<file path="src/shared/host_bus_cfg.svh">
// Constants for the configurable host bus front end: widths, field positions and reset values.
`ifndef HOST_BUS_CFG_SVH
`define HOST_BUS_CFG_SVH

// Port and bus widths.
`define PORT_W 8
`define WIDE_W 16
`define ADDR_W 20
`define PORT_C_W 3
`define NUM_CS 11

// Decode array input vector layout.
`define DEC_IN_W 25
`define DEC_ADDR_LSB 0
`define DEC_RD_POS 20
`define DEC_WR_POS 21
`define DEC_LATCH_POS 22
`define DEC_CSI_POS 23
`define DEC_SPACE_POS 24

// Decode output positions.
`define CS_OWN_POS 0
`define CS_AUX_LSB 8
`define CS_READY_POS 8

// Reset values.
`define RST_PORT 8'h00
`define RST_WIDE 16'h0000
`define RST_ADDR 20'h00000
`define RST_UPPER 4'h0
`define RST_PORT_C 3'h0

`endif

</file>
<file path="src/shared/host_bus_pkg.sv">
// Types shared by the host bus front end.
package host_bus_pkg;

    typedef enum logic [3:0] {
        ST_IDLE  = 4'b0001,
        ST_ADDR  = 4'b0010,
        ST_READ  = 4'b0100,
        ST_WRITE = 4'b1000
    } access_state_type;

endpackage
</file>
<file path="src/design/decode_array.sv">
// Programmable AND-array address decoder producing chip-select terms.
`timescale 1ns/100ps
module decode_array #(
    parameter int IN_W = 25,
    parameter int OUT_W = 11
) (
    // Logic terms from the host bus
    input wire logic [IN_W-1:0] term_in,
    // Programming of each product term
    input wire logic [OUT_W*IN_W-1:0] term_care,
    input wire logic [OUT_W*IN_W-1:0] term_match,
    input wire logic [OUT_W-1:0] term_invert,
    // Decoded selects
    output logic [OUT_W-1:0] select_out
);

    // A term is true when every cared-for input equals its programmed value.
    function automatic logic term_hit(input logic [IN_W-1:0] val, input logic [IN_W-1:0] care,
                                      input logic [IN_W-1:0] match);
        term_hit = ((val ^ match) & care) == '0;
    endfunction

    genvar g;
    generate
        for (g = 0; g < OUT_W; g = g + 1) begin : g_term
            assign select_out[g] = term_invert[g] ^ term_hit(term_in, term_care[g*IN_W +: IN_W],
                                                              term_match[g*IN_W +: IN_W]);
        end
    endgenerate

endmodule

</file>
<file path="src/design/host_bus_adapt_config.sv">
// Configurable host bus front end: strobes, address latch, data ports, port pin functions and decoder.
`timescale 1ns/100ps
`include "host_bus_cfg.svh"

module host_bus_adapt_config #(
    parameter int PORT_W = `PORT_W,
    parameter int NUM_CS = `NUM_CS,
    parameter int DEC_IN_W = `DEC_IN_W
) (
    // Clock and reset
    input wire logic clk,
    input wire logic sys_rst,
    // Non-volatile configuration bits
    input wire logic data_width_select,
    input wire logic bus_mux_select,
    input wire logic strobe_style_select,
    input wire logic top_addr_pin_select,
    input wire logic latch_strobe_polarity,
    input wire logic reset_polarity_select,
    input wire logic space_split_select,
    input wire logic upper_addr_hold_select,
    input wire logic [PORT_W-1:0] port_b_function_map,
    input wire logic [PORT_W-1:0] port_b_driver_style,
    input wire logic [`PORT_C_W-1:0] port_c_function_map,
    // Decode array programming
    input wire logic [NUM_CS*DEC_IN_W-1:0] term_care,
    input wire logic [NUM_CS*DEC_IN_W-1:0] term_match,
    input wire logic [NUM_CS-1:0] term_invert,
    // Host control inputs
    input wire logic host_reset_pin,
    input wire logic latch_strobe_pin,
    input wire logic strobe_a_pin,
    input wire logic strobe_b_pin,
    input wire logic prog_fetch_pin,
    input wire logic top_addr_pin,
    // Host address inputs: all 16 in separate address mode, bits 15..8 in 8-bit multiplexed mode
    input wire logic [15:0] addr_pin,
    // Port A
    input wire logic [PORT_W-1:0] port_a_in,
    output logic [PORT_W-1:0] port_a_out,
    output logic [PORT_W-1:0] port_a_oe,
    // Port B
    input wire logic [PORT_W-1:0] port_b_in,
    output logic [PORT_W-1:0] port_b_out,
    output logic [PORT_W-1:0] port_b_oe,
    // Port C
    input wire logic [`PORT_C_W-1:0] port_c_in,
    output logic [`PORT_C_W-1:0] port_c_out,
    output logic [`PORT_C_W-1:0] port_c_oe,
    // Decoder outputs toward the host
    output logic aux_select_eight,
    output logic aux_select_nine,
    output logic aux_select_ten,
    output logic host_memory_ready,
    // General I/O on Port B
    input wire logic [PORT_W-1:0] gpio_b_value,
    input wire logic [PORT_W-1:0] gpio_b_drive,
    output logic [PORT_W-1:0] gpio_b_level,
    // Internal access side toward the memory and port blocks
    output logic device_reset,
    output logic [`ADDR_W-1:0] int_addr,
    output logic int_prog_space,
    output logic int_read,
    output logic int_write,
    output logic [`WIDE_W-1:0] int_write_data,
    input wire logic [`WIDE_W-1:0] int_read_data
);

    ////////////////////////////////////////////////////////////////////////////////
    // Open-drain pins only pull low; push-pull pins drive both levels.

    function automatic logic [1:0] pin_drive(input logic value, input logic enable, input logic open_drain);
        if (open_drain) begin
            pin_drive = {1'b0, enable & ~value};
        end else begin
            pin_drive = {value, enable};
        end
    endfunction

    ////////////////////////////////////////////////////////////////////////////////
    // Reset and configuration capture.

    logic host_reset_level;
    logic in_reset;
    logic wide_r;
    logic mux_r;
    logic style_r;
    logic top_r;
    logic latch_pol_r;
    logic split_r;
    logic hold_r;
    logic [PORT_W-1:0] b_func_r;
    logic [PORT_W-1:0] b_drv_r;
    logic [`PORT_C_W-1:0] c_func_r;

    assign host_reset_level = reset_polarity_select ? host_reset_pin : ~host_reset_pin;
    assign in_reset = sys_rst | host_reset_level;
    assign device_reset = in_reset;

    // Settings are taken while reset is held, so they stay fixed during operation.
    always_ff @(posedge clk) begin
        if (in_reset) begin
            wide_r <= data_width_select;
            mux_r <= bus_mux_select;
            style_r <= strobe_style_select;
            top_r <= top_addr_pin_select;
            latch_pol_r <= latch_strobe_polarity;
            split_r <= space_split_select;
            hold_r <= upper_addr_hold_select;
            b_func_r <= port_b_function_map;
            b_drv_r <= port_b_driver_style;
            c_func_r <= port_c_function_map;
        end
    end

    ////////////////////////////////////////////////////////////////////////////////
    // Strobe decoding.

    logic rd_act;
    logic wr_act;
    logic latch_act;

    always_comb begin
        if (style_r) begin
            rd_act = strobe_b_pin & strobe_a_pin;
            wr_act = strobe_b_pin & ~strobe_a_pin;
        end else begin
            rd_act = ~strobe_a_pin;
            wr_act = ~strobe_b_pin;
        end
    end

    assign latch_act = latch_pol_r ? ~latch_strobe_pin : latch_strobe_pin;

    ////////////////////////////////////////////////////////////////////////////////
    // Address path.

    logic [15:0] low_live;
    logic [3:0] upper_live;
    logic [15:0] low_r;
    logic [3:0] upper_r;
    logic [15:0] low_eff;
    logic [3:0] upper_eff;
    logic [`ADDR_W-1:0] addr_eff;
    logic csi_term;
    logic space_term;

    always_comb begin
        if (mux_r & wide_r) begin
            low_live = {port_b_in, port_a_in};
        end else if (mux_r) begin
            low_live = {addr_pin[15:8], port_a_in};
        end else begin
            low_live = addr_pin;
        end
    end

    // Port C inputs supply A16-A18; the shared pin is A19 only when chosen.
    always_comb begin
        upper_live[2:0] = port_c_in & ~c_func_r;
        upper_live[3] = top_r & top_addr_pin;
    end

    assign csi_term = ~top_r & top_addr_pin;
    assign space_term = split_r & prog_fetch_pin;

    // Low address is held after the latch strobe in multiplexed mode.
    always_ff @(posedge clk) begin
        if (in_reset) begin
            low_r <= `RST_WIDE;
        end else if (latch_act) begin
            low_r <= low_live;
        end
    end

    always_ff @(posedge clk) begin
        if (in_reset) begin
            upper_r <= `RST_UPPER;
        end else if (latch_act) begin
            upper_r <= upper_live;
        end
    end

    // The latches behave as transparent while the strobe is active.
    assign low_eff = (mux_r & ~latch_act) ? low_r : low_live;
    assign upper_eff = (~hold_r & ~latch_act) ? upper_r : upper_live;
    assign addr_eff = {upper_eff, low_eff};

    ////////////////////////////////////////////////////////////////////////////////
    // Decode array.

    logic [DEC_IN_W-1:0] dec_terms;
    logic [NUM_CS-1:0] cs_vec;

    always_comb begin
        dec_terms = '0;
        dec_terms[`DEC_ADDR_LSB +: `ADDR_W] = addr_eff;
        dec_terms[`DEC_RD_POS] = rd_act;
        dec_terms[`DEC_WR_POS] = wr_act;
        dec_terms[`DEC_LATCH_POS] = latch_strobe_pin;
        dec_terms[`DEC_CSI_POS] = csi_term;
        dec_terms[`DEC_SPACE_POS] = space_term;
    end

    decode_array #(
        .IN_W(DEC_IN_W),
        .OUT_W(NUM_CS)
    ) u_decode (
        .term_in(dec_terms),
        .term_care(term_care),
        .term_match(term_match),
        .term_invert(term_invert),
        .select_out(cs_vec)
    );

    assign aux_select_eight = cs_vec[`CS_AUX_LSB];
    assign aux_select_nine = cs_vec[`CS_AUX_LSB+1];
    assign aux_select_ten = cs_vec[`CS_AUX_LSB+2];
    assign host_memory_ready = cs_vec[`CS_READY_POS];

    ////////////////////////////////////////////////////////////////////////////////
    // Access sequencing.

    host_bus_pkg::access_state_type state_r;
    host_bus_pkg::access_state_type state_nxt;
    logic own_sel;

    assign own_sel = cs_vec[`CS_OWN_POS];

    always_comb begin
        case (state_r)
            host_bus_pkg::ST_IDLE: begin
                if (mux_r & latch_act) begin
                    state_nxt = host_bus_pkg::ST_ADDR;
                end else if (rd_act & own_sel) begin
                    state_nxt = host_bus_pkg::ST_READ;
                end else if (wr_act & own_sel) begin
                    state_nxt = host_bus_pkg::ST_WRITE;
                end else begin
                    state_nxt = host_bus_pkg::ST_IDLE;
                end
            end
            host_bus_pkg::ST_ADDR: begin
                if (latch_act) begin
                    state_nxt = host_bus_pkg::ST_ADDR;
                end else begin
                    state_nxt = host_bus_pkg::ST_IDLE;
                end
            end
            host_bus_pkg::ST_READ: begin
                if (rd_act) begin
                    state_nxt = host_bus_pkg::ST_READ;
                end else begin
                    state_nxt = host_bus_pkg::ST_IDLE;
                end
            end
            host_bus_pkg::ST_WRITE: begin
                if (wr_act) begin
                    state_nxt = host_bus_pkg::ST_WRITE;
                end else begin
                    state_nxt = host_bus_pkg::ST_IDLE;
                end
            end
            default: begin
                state_nxt = host_bus_pkg::ST_IDLE;
            end
        endcase
    end

    always_ff @(posedge clk) begin
        if (in_reset) begin
            state_r <= host_bus_pkg::ST_IDLE;
        end else begin
            state_r <= state_nxt;
        end
    end

    ////////////////////////////////////////////////////////////////////////////////
    // Internal access outputs.

    logic [`ADDR_W-1:0] addr_r;
    logic space_r;
    logic read_r;
    logic write_r;
    logic [`WIDE_W-1:0] wdata_r;
    logic [`WIDE_W-1:0] rdata_r;
    logic [`WIDE_W-1:0] host_data;

    // In 8-bit mode only Port A carries data.
    assign host_data = wide_r ? {port_b_in, port_a_in} : {8'h00, port_a_in};

    always_ff @(posedge clk) begin
        if (in_reset) begin
            addr_r <= `RST_ADDR;
            space_r <= 1'b0;
        end else if (state_r == host_bus_pkg::ST_IDLE) begin
            addr_r <= addr_eff;
            space_r <= space_term;
        end
    end

    // One write pulse per host write, with the data present at the strobe.
    always_ff @(posedge clk) begin
        if (in_reset) begin
            write_r <= 1'b0;
            wdata_r <= `RST_WIDE;
        end else begin
            write_r <= (state_r == host_bus_pkg::ST_IDLE) & (state_nxt == host_bus_pkg::ST_WRITE);
            if (state_nxt == host_bus_pkg::ST_WRITE) begin
                wdata_r <= host_data;
            end
        end
    end

    always_ff @(posedge clk) begin
        if (in_reset) begin
            read_r <= 1'b0;
            rdata_r <= `RST_WIDE;
        end else begin
            read_r <= state_nxt == host_bus_pkg::ST_READ;
            if (state_r == host_bus_pkg::ST_READ) begin
                rdata_r <= int_read_data;
            end
        end
    end

    assign int_addr = addr_r;
    assign int_prog_space = space_r;
    assign int_read = read_r;
    assign int_write = write_r;
    assign int_write_data = wdata_r;

    ////////////////////////////////////////////////////////////////////////////////
    // Pin drivers.

    logic drive_data;
    logic [1:0] b_pin [PORT_W];

    // Data lanes turn on only while the device answers a read.
    assign drive_data = (state_r == host_bus_pkg::ST_READ) & read_r & ~in_reset;

    assign port_a_out = rdata_r[PORT_W-1:0];
    assign port_a_oe = {PORT_W{drive_data}};

    genvar gb;
    generate
        for (gb = 0; gb < PORT_W; gb = gb + 1) begin : g_port_b
            always_comb begin
                if (wide_r) begin
                    b_pin[gb] = {rdata_r[PORT_W+gb], drive_data};
                end else if (b_func_r[gb]) begin
                    b_pin[gb] = pin_drive(gpio_b_value[gb], gpio_b_drive[gb] & ~in_reset,
                                          b_drv_r[gb]);
                end else if (gb < `CS_AUX_LSB) begin
                    b_pin[gb] = pin_drive(cs_vec[gb], ~in_reset, b_drv_r[gb]);
                end else begin
                    b_pin[gb] = 2'b00;
                end
            end
            assign port_b_out[gb] = b_pin[gb][1];
            assign port_b_oe[gb] = b_pin[gb][0];
        end
    endgenerate

    assign gpio_b_level = port_b_in;

    genvar gc;
    generate
        for (gc = 0; gc < `PORT_C_W; gc = gc + 1) begin : g_port_c
            assign port_c_out[gc] = cs_vec[`CS_AUX_LSB+gc];
            assign port_c_oe[gc] = c_func_r[gc] & ~in_reset;
        end
    endgenerate

endmodule

</file>
<file path="config.mk">
export PLATFORM = sky130hd
export DESIGN_NAME = host_bus_adapt_config
export DESIGN_NICKNAME = d
export VERILOG_FILES = /design/src/shared/host_bus_pkg.sv /design/src/design/decode_array.sv /design/src/design/host_bus_adapt_config.sv
export VERILOG_INCLUDE_DIRS = /design/src /design/src/shared
export SDC_FILE = /design/constraint.sdc
export NUM_CORES = 1
export LEC_CHECK = 0
export BUFFER_PORTS_ARGS = -buffer_cell sky130_fd_sc_hd__buf_2
export CAP_MARGIN = 10
export CORE_AREA = 2 2 289 291
export DETAILED_ROUTE_END_ITERATION = 10
export DIE_AREA = 0 0 291 293
export PLACE_DENSITY = 0.4
export SKIP_CTS_REPAIR_TIMING = 1
export SLEW_MARGIN = 30
export SYNTH_ARGS = -nofsm -noshare
export SYNTH_HDL_FRONTEND = slang
export SYNTH_SLANG_ARGS = --single-unit
</file>
<file path="constraint.sdc">
create_clock -name clk -period 9.6 [get_ports clk]
set_input_delay 0.48 -clock clk [delete_from_list [all_inputs] [get_ports clk]]
set_output_delay 0.48 -clock clk [all_outputs]
set_load 0.03 [all_outputs]
</file>
# Yosys cells after proc, flatten, opt, wreduce, memory -nomap -nowiden
# Index checks and enable logic that the tools add are counted.
# totals
register_bits	105
input_bits	663
output_inout_bits	90
elab_cells	185
# classes
n_eq_ne	6
mux	48
n_bitwise	101
n_reduce_logical	11
# op_table
op	count
$and 25x25->25	11
$logic_not 25->1	11
$xor 25x25->25	11
$mux 2	33
$mux 16	3
$and 1x1->1	41
$not 1->1	24
$mux 4	5
$pmux 4 s4	1
$xor 1x1->1	11
$eq 4x3->1 const B	2
$eq 4x4->1 const B	2
$mux 8	1
$eq 4x1->1 const B	1
$eq 4x2->1 const B	1
$mux 1	4
$and 3x3->3	1
$mux 3	1
$not 3->3	1
$or 1x1->1	1

# Logic depth before layout (Yosys ltp)
# logic_depth
depth_word	16
depth_mapped	14
depth_no_buf	9

# Cells and area by module
# A second synthesis with hierarchy kept.
# hier_totals
cells_unflattened	1032
area_unflattened_um2	9017.4
# by_module_without_submodules
module	instances	cells_per_inst	area_each_um2	seq_area_each_um2
host_bus_adapt_config	1	545	4933.5	2362.3
decode_array	1	487	4083.9	0.0

# Worst setup path after synthesis
# No wires, ideal clock.
# synth_timing
path_type	input to output
from	input latch_strobe_pin
to	output host_memory_ready
arrival_ns	3.583
required_time_ns	9.120
setup_slack_ns	5.537
path_stages	13
path_buffers	4
path_cell_list	buf_6 xor2_4 buf_6 nor2_1 mux2i_1 buf_2 xnor2_1 a22oi_1 nand4_1 a2111oi_0 nand3_1 xnor2_1 buf_4
# synth_between
elab_chain_cells	9
word_cells_on_any_way	11
classes_between	mux (3); bitwise (7); reduce/logical (1)
# synth_lines
element	line_no	rtl
start: declaration	host_bus_adapt_config.sv:31	input wire logic latch_strobe_pin,
$not 1->1	host_bus_adapt_config.sv:133	assign latch_act = latch_pol_r ? ~latch_strobe_pin : latch_strobe_pin;
$mux 1	host_bus_adapt_config.sv:133	
$not 1->1	host_bus_adapt_config.sv:185, host_bus_adapt_config.sv:186	
$and 1x1->1 (on tied branches)	host_bus_adapt_config.sv:185, host_bus_adapt_config.sv:186	
$mux 16 / $mux 4 (equally long branches)	host_bus_adapt_config.sv:185, host_bus_adapt_config.sv:186	
$xor 25x25->25 (*)	decode_array.sv:20	term_hit = ((val ^ match) & care) == '0;
$and 25x25->25 (*)	decode_array.sv:20	
$logic_not 25->1 (*)	decode_array.sv:20	
$xor 1x1->1 (*)	decode_array.sv:26	assign select_out[g] = term_invert[g] ^ term_hit(term_in, term_care[g*IN_W +: IN_W],
end: declaration	host_bus_adapt_config.sv:54	output logic host_memory_ready,
# Every way passes the cells marked *; elsewhere a longest branch is shown, timed or not.

# Worst setup path in the final report
# layout_timing
from	register latch_pol_r
to	output port_b_out[0]
# layout_between
elab_chain_cells	11
word_cells_on_any_way	13
classes_between	mux (6); bitwise (6); reduce/logical (1)
# layout_lines
element	line_no	rtl
start: declaration	host_bus_adapt_config.sv:89	logic latch_pol_r;
start signal: assignment	host_bus_adapt_config.sv:107	latch_pol_r <= latch_strobe_polarity;
$mux 1 (*)	host_bus_adapt_config.sv:133	
$not 1->1 (*)	host_bus_adapt_config.sv:185, host_bus_adapt_config.sv:186	
$and 1x1->1 (on tied branches)	host_bus_adapt_config.sv:185, host_bus_adapt_config.sv:186	
$mux 16 / $mux 4 (equally long branches)	host_bus_adapt_config.sv:185, host_bus_adapt_config.sv:186	
$xor 25x25->25 (*)	decode_array.sv:20	
$and 25x25->25 (*)	decode_array.sv:20	
$logic_not 25->1 (*)	decode_array.sv:20	
$xor 1x1->1 (*)	decode_array.sv:26	
$mux 2 (*)	host_bus_adapt_config.sv:73	if (open_drain) begin
$mux 2 (*)	host_bus_adapt_config.sv:351	end else if (b_func_r[gb]) begin
$mux 2 (*)	host_bus_adapt_config.sv:349	if (wide_r) begin
end: declaration	host_bus_adapt_config.sv:44	output logic [PORT_W-1:0] port_b_out,
# Marks and branches as above.

==> impl_results.md <==
- Status: complete, no violations
- Final net count: roughly 2500
- Seq/Total Area, Yosys: 0.250
- Crit-path max cell delay: 0.86 ns
- Final setup fails: 0
- Synth Area per Inst: between 8 and 9 sq um
- CP endpoint kind: output pin
- Initial DRC Count: around 820
- Clk Latency, worst-skew pair: about 0.40 ns
- Core area: just over 80000 sq um
- Synth Instances: between 1000 and 1500
- Post-Syn Nets: between 1500 and 2000
- Slew margin rel.: 0.344
- Final instance area: about 15000 sq um
- Clock Path Buffers: 2
- CP Data Arrival Time: roughly 5.4 ns
- Wire per inst: about 27 um
- Vias in the first global route: ~12000
- Starting Density: 0.115
- Hold Path Class: input port to flop
- Yosys reg bits: approximately 110
- Overall routed net length: ~79000 um
- Die H: ~300 um
- Final GP Congestion: 0.870
- Clock sink count: around 110
- CTS Buf Count: 9
- First-pass GRT wire length: between 100000 and 150000 um
- Detailed Place HPWL: roughly 69000 um
- LEAKAGE: 6.58 nW
- Total gr overflow: 0
- CP cell instances: xor2_4, buf_4, nor2_1, mux2i_4, mux2i_1, a2111oi_2, nand4_1, nor3_1, nor3_1, o41ai_1, buf_2
- Skew final: 0.0272 ns
- Startpoint Class: flop
- Fin worst setup slack: around 3.8 ns
- Post-synth ARST share: 0
- Num rows: ~110
- Final hold vios: 0
- Most frequent cell after synthesis: xnor2_1
- Number of synthesized flops with an enable pin: 26
- Residual DRC count: 0
- Drt first pass iters: 7
- Vias per Instance: about 4
- Fraction of layout cells with a size suffix above 1: 0.453
- Top Ports: approximately 750
- Fin Hold WS: around 0.25 ns
- Clock root buffer: clkbuf_16
- Top cell types by occurrence after synthesis: xnor2_1, nand2_1, dfxtp_1
- Clock period minus worst slack: 5.84 ns
- Slowest stage cell, crit path: mux2i_4
- Worst slew pin tran: 0.963 ns
- Yosys top cell by area: xnor2_1
- Antenna viol nets, final: 0
- Largest net degree at the start of global routing: 46
- Peak supply drop: 0.0000742 V
- Final Max Slew Viols: 0
- Full die area: between 80000 and 90000 sq um
- RSZ-0062 raised after global routing: no
- Pre-CTS setup slack: around 3.8 ns
- Crit-path max FO: 43
- Required time worst endpoint: around 9.1 ns
- FMAX: around 170 MHz
- Final total power: roughly 0.0019 W
- YS warnings: 0
- Post-Syn Area: between 9000 and 10000 sq um
- Via count: 11800
- Tcrit/Tclk final: 0.608
- Number of max-cap violations: 0
- CTS tree: yes
- Distinct cells, synth: 76
- Clk slew on worst S/H paths: roughly 0.1 ns
- Top area cells in the synthesized netlist: xnor2_1, dfxtp_1, edfxtp_1
- Cell mode on critical path: nor3_1
- Setup TNS: 0 ns
- Pwr dens: between 100 and 150 nW/um^2
- Tot GR Track Use: 0.178
- Share of Yosys cell area claimed by the top area cell type: 0.172
- Die X: slightly below 300 um
- Critical path class: flop to output pin
- H-tree depth: 3
- Initial antenna violation count: 67
- Port buffer count: ~750
- Post-place instance area: 14400 sq um
- Post-synth top flop: dfxtp_1
- Synth-to-Final Area Change: 55.9%
==> final timing paths <==
check / from / endpoint / slack [ns] / cells after the start
worst max register to register: latch_pol_r / int_write_data[7] / 4.71 / 10
worst min-delay path: port_b_driver_style[0] / b_drv_r[0] / 0.25 / 1
worst max-delay path: latch_pol_r / port_b_out[0] / 3.76 / 11
worst min register to register: rdata_r[2] / rdata_r[2] / 0.45 / 2
==> worst max-delay path: cells and delay by family, from the launching register on <==
family	cells	cell delay, ns
simple gates	4	1.82
compound gates	2	0.76
buf+inv	2	0.56
flops	1	0.51
xor+xnor	1	0.19
mux	2	1.06
==> report_power, final <==
part	internal [W]	switching (W)	total, W	leakage (nW)
clock	0.000181	0.000222	0.000403	0.133
sequential	0.000485	0.0000230	0.000508	0.906
combinational	0.000375	0.000570	0.000946	5.54
total	0.00104	0.000815	0.00186	6.58
==> flip-flops by register name (all words and copies together), names as in the netlist <==
name / cells
split_r: 1
rdata_r: 16
int_addr: 20
top_r: 1
upper_r: 4
int_read: 1
state_r: 4
hold_r: 1
mux_r: 1
wide_r: 1
c_func_r: 3
int_prog_space: 1
low_r: 16
style_r: 1
b_func_r: 8
b_drv_r: 8
int_write: 1
latch_pol_r: 1
int_write_data: 16
==> cells in the final DEF (no fill, tap or decap), types with 6 or more instances in the layout <==
cell	synthesis	layout
buf_2	20	753
xnor2_1	185	184
nand2_1	141	141
dfxtp_1	79	79
xor2_1	69	69
a21oi_1	58	56
nor2_1	50	49
a22oi_1	48	48
nand3_1	35	35
buf_4	30	29
o21ai_0	28	28
edfxtp_1	26	26
nor3_1	25	25
inv_1	25	24
a222oi_1	21	21
mux2i_1	23	20
diode_2	0	18
o21a_1	15	15
a211oi_1	15	15
a21o_1	14	14
a22o_1	13	13
and3_1	12	12
nor2b_1	14	12
a21boi_0	12	12
and4_1	11	11
nand4_1	11	11
nand2b_1	9	9
clkbuf_16	0	9
and2_1	7	8
a221oi_1	8	8
o211a_1	8	8
nor3b_1	8	8
a2111oi_2	1	6
==> final cells by class <==
| class | count | area [sq um] |
|---|---|---|
| Fill cell | 9393 | 67100 |
| Multi-Input combinational cell | 921 | 6610 |
| Timing Repair Buffer | 783 | 4000 |
| Sequential cell | 105 | 2360 |
| Tap cell | 1070 | 1340 |
| Clock buffer | 12 | 236 |
| Inverter | 26 | 100 |
| Antenna cell | 18 | 45.0 |
| Clock inverter | 4 | 32.5 |
==> kinds of logic (layout without fill, tap and decap cells) <==
family	Yosys count	after routing	share of synthesized area
and+or+nand+nor	345	345	0.178
xor gates and xnor gates	255	255	0.239
muxes	29	29	0.0327
buffers and inverters	117	825	0.0644
AOI/OAI and AO/OA	292	292	0.236
DFF	105	105	0.250
other	0	18	0
==> routing by layer <==
layer | global-route usage | vias to the layer above | share of wire
li1 | - | 5522 | -
met2 | 0.304 | 598 | 0.47
met5 | 0 | - | 0.0044
met1 | 0.206 | 5458 | 0.40
met4 | 0.0513 | 52 | 0.033
met3 | 0.0702 | 144 | 0.090
==> per-stage QoR <==
step / utilization / instances
3_3_place_gp: 0.176 / 2903
3_5_place_dp: 0.176 / 2905
2_1_floorplan: - / 1143
5_1_grt: 0.179 / 2928
4_1_cts: 0.179 / 2921
6_report: 0.180 / 2939
No activity file was read; power rests on OpenSTA's default activity.
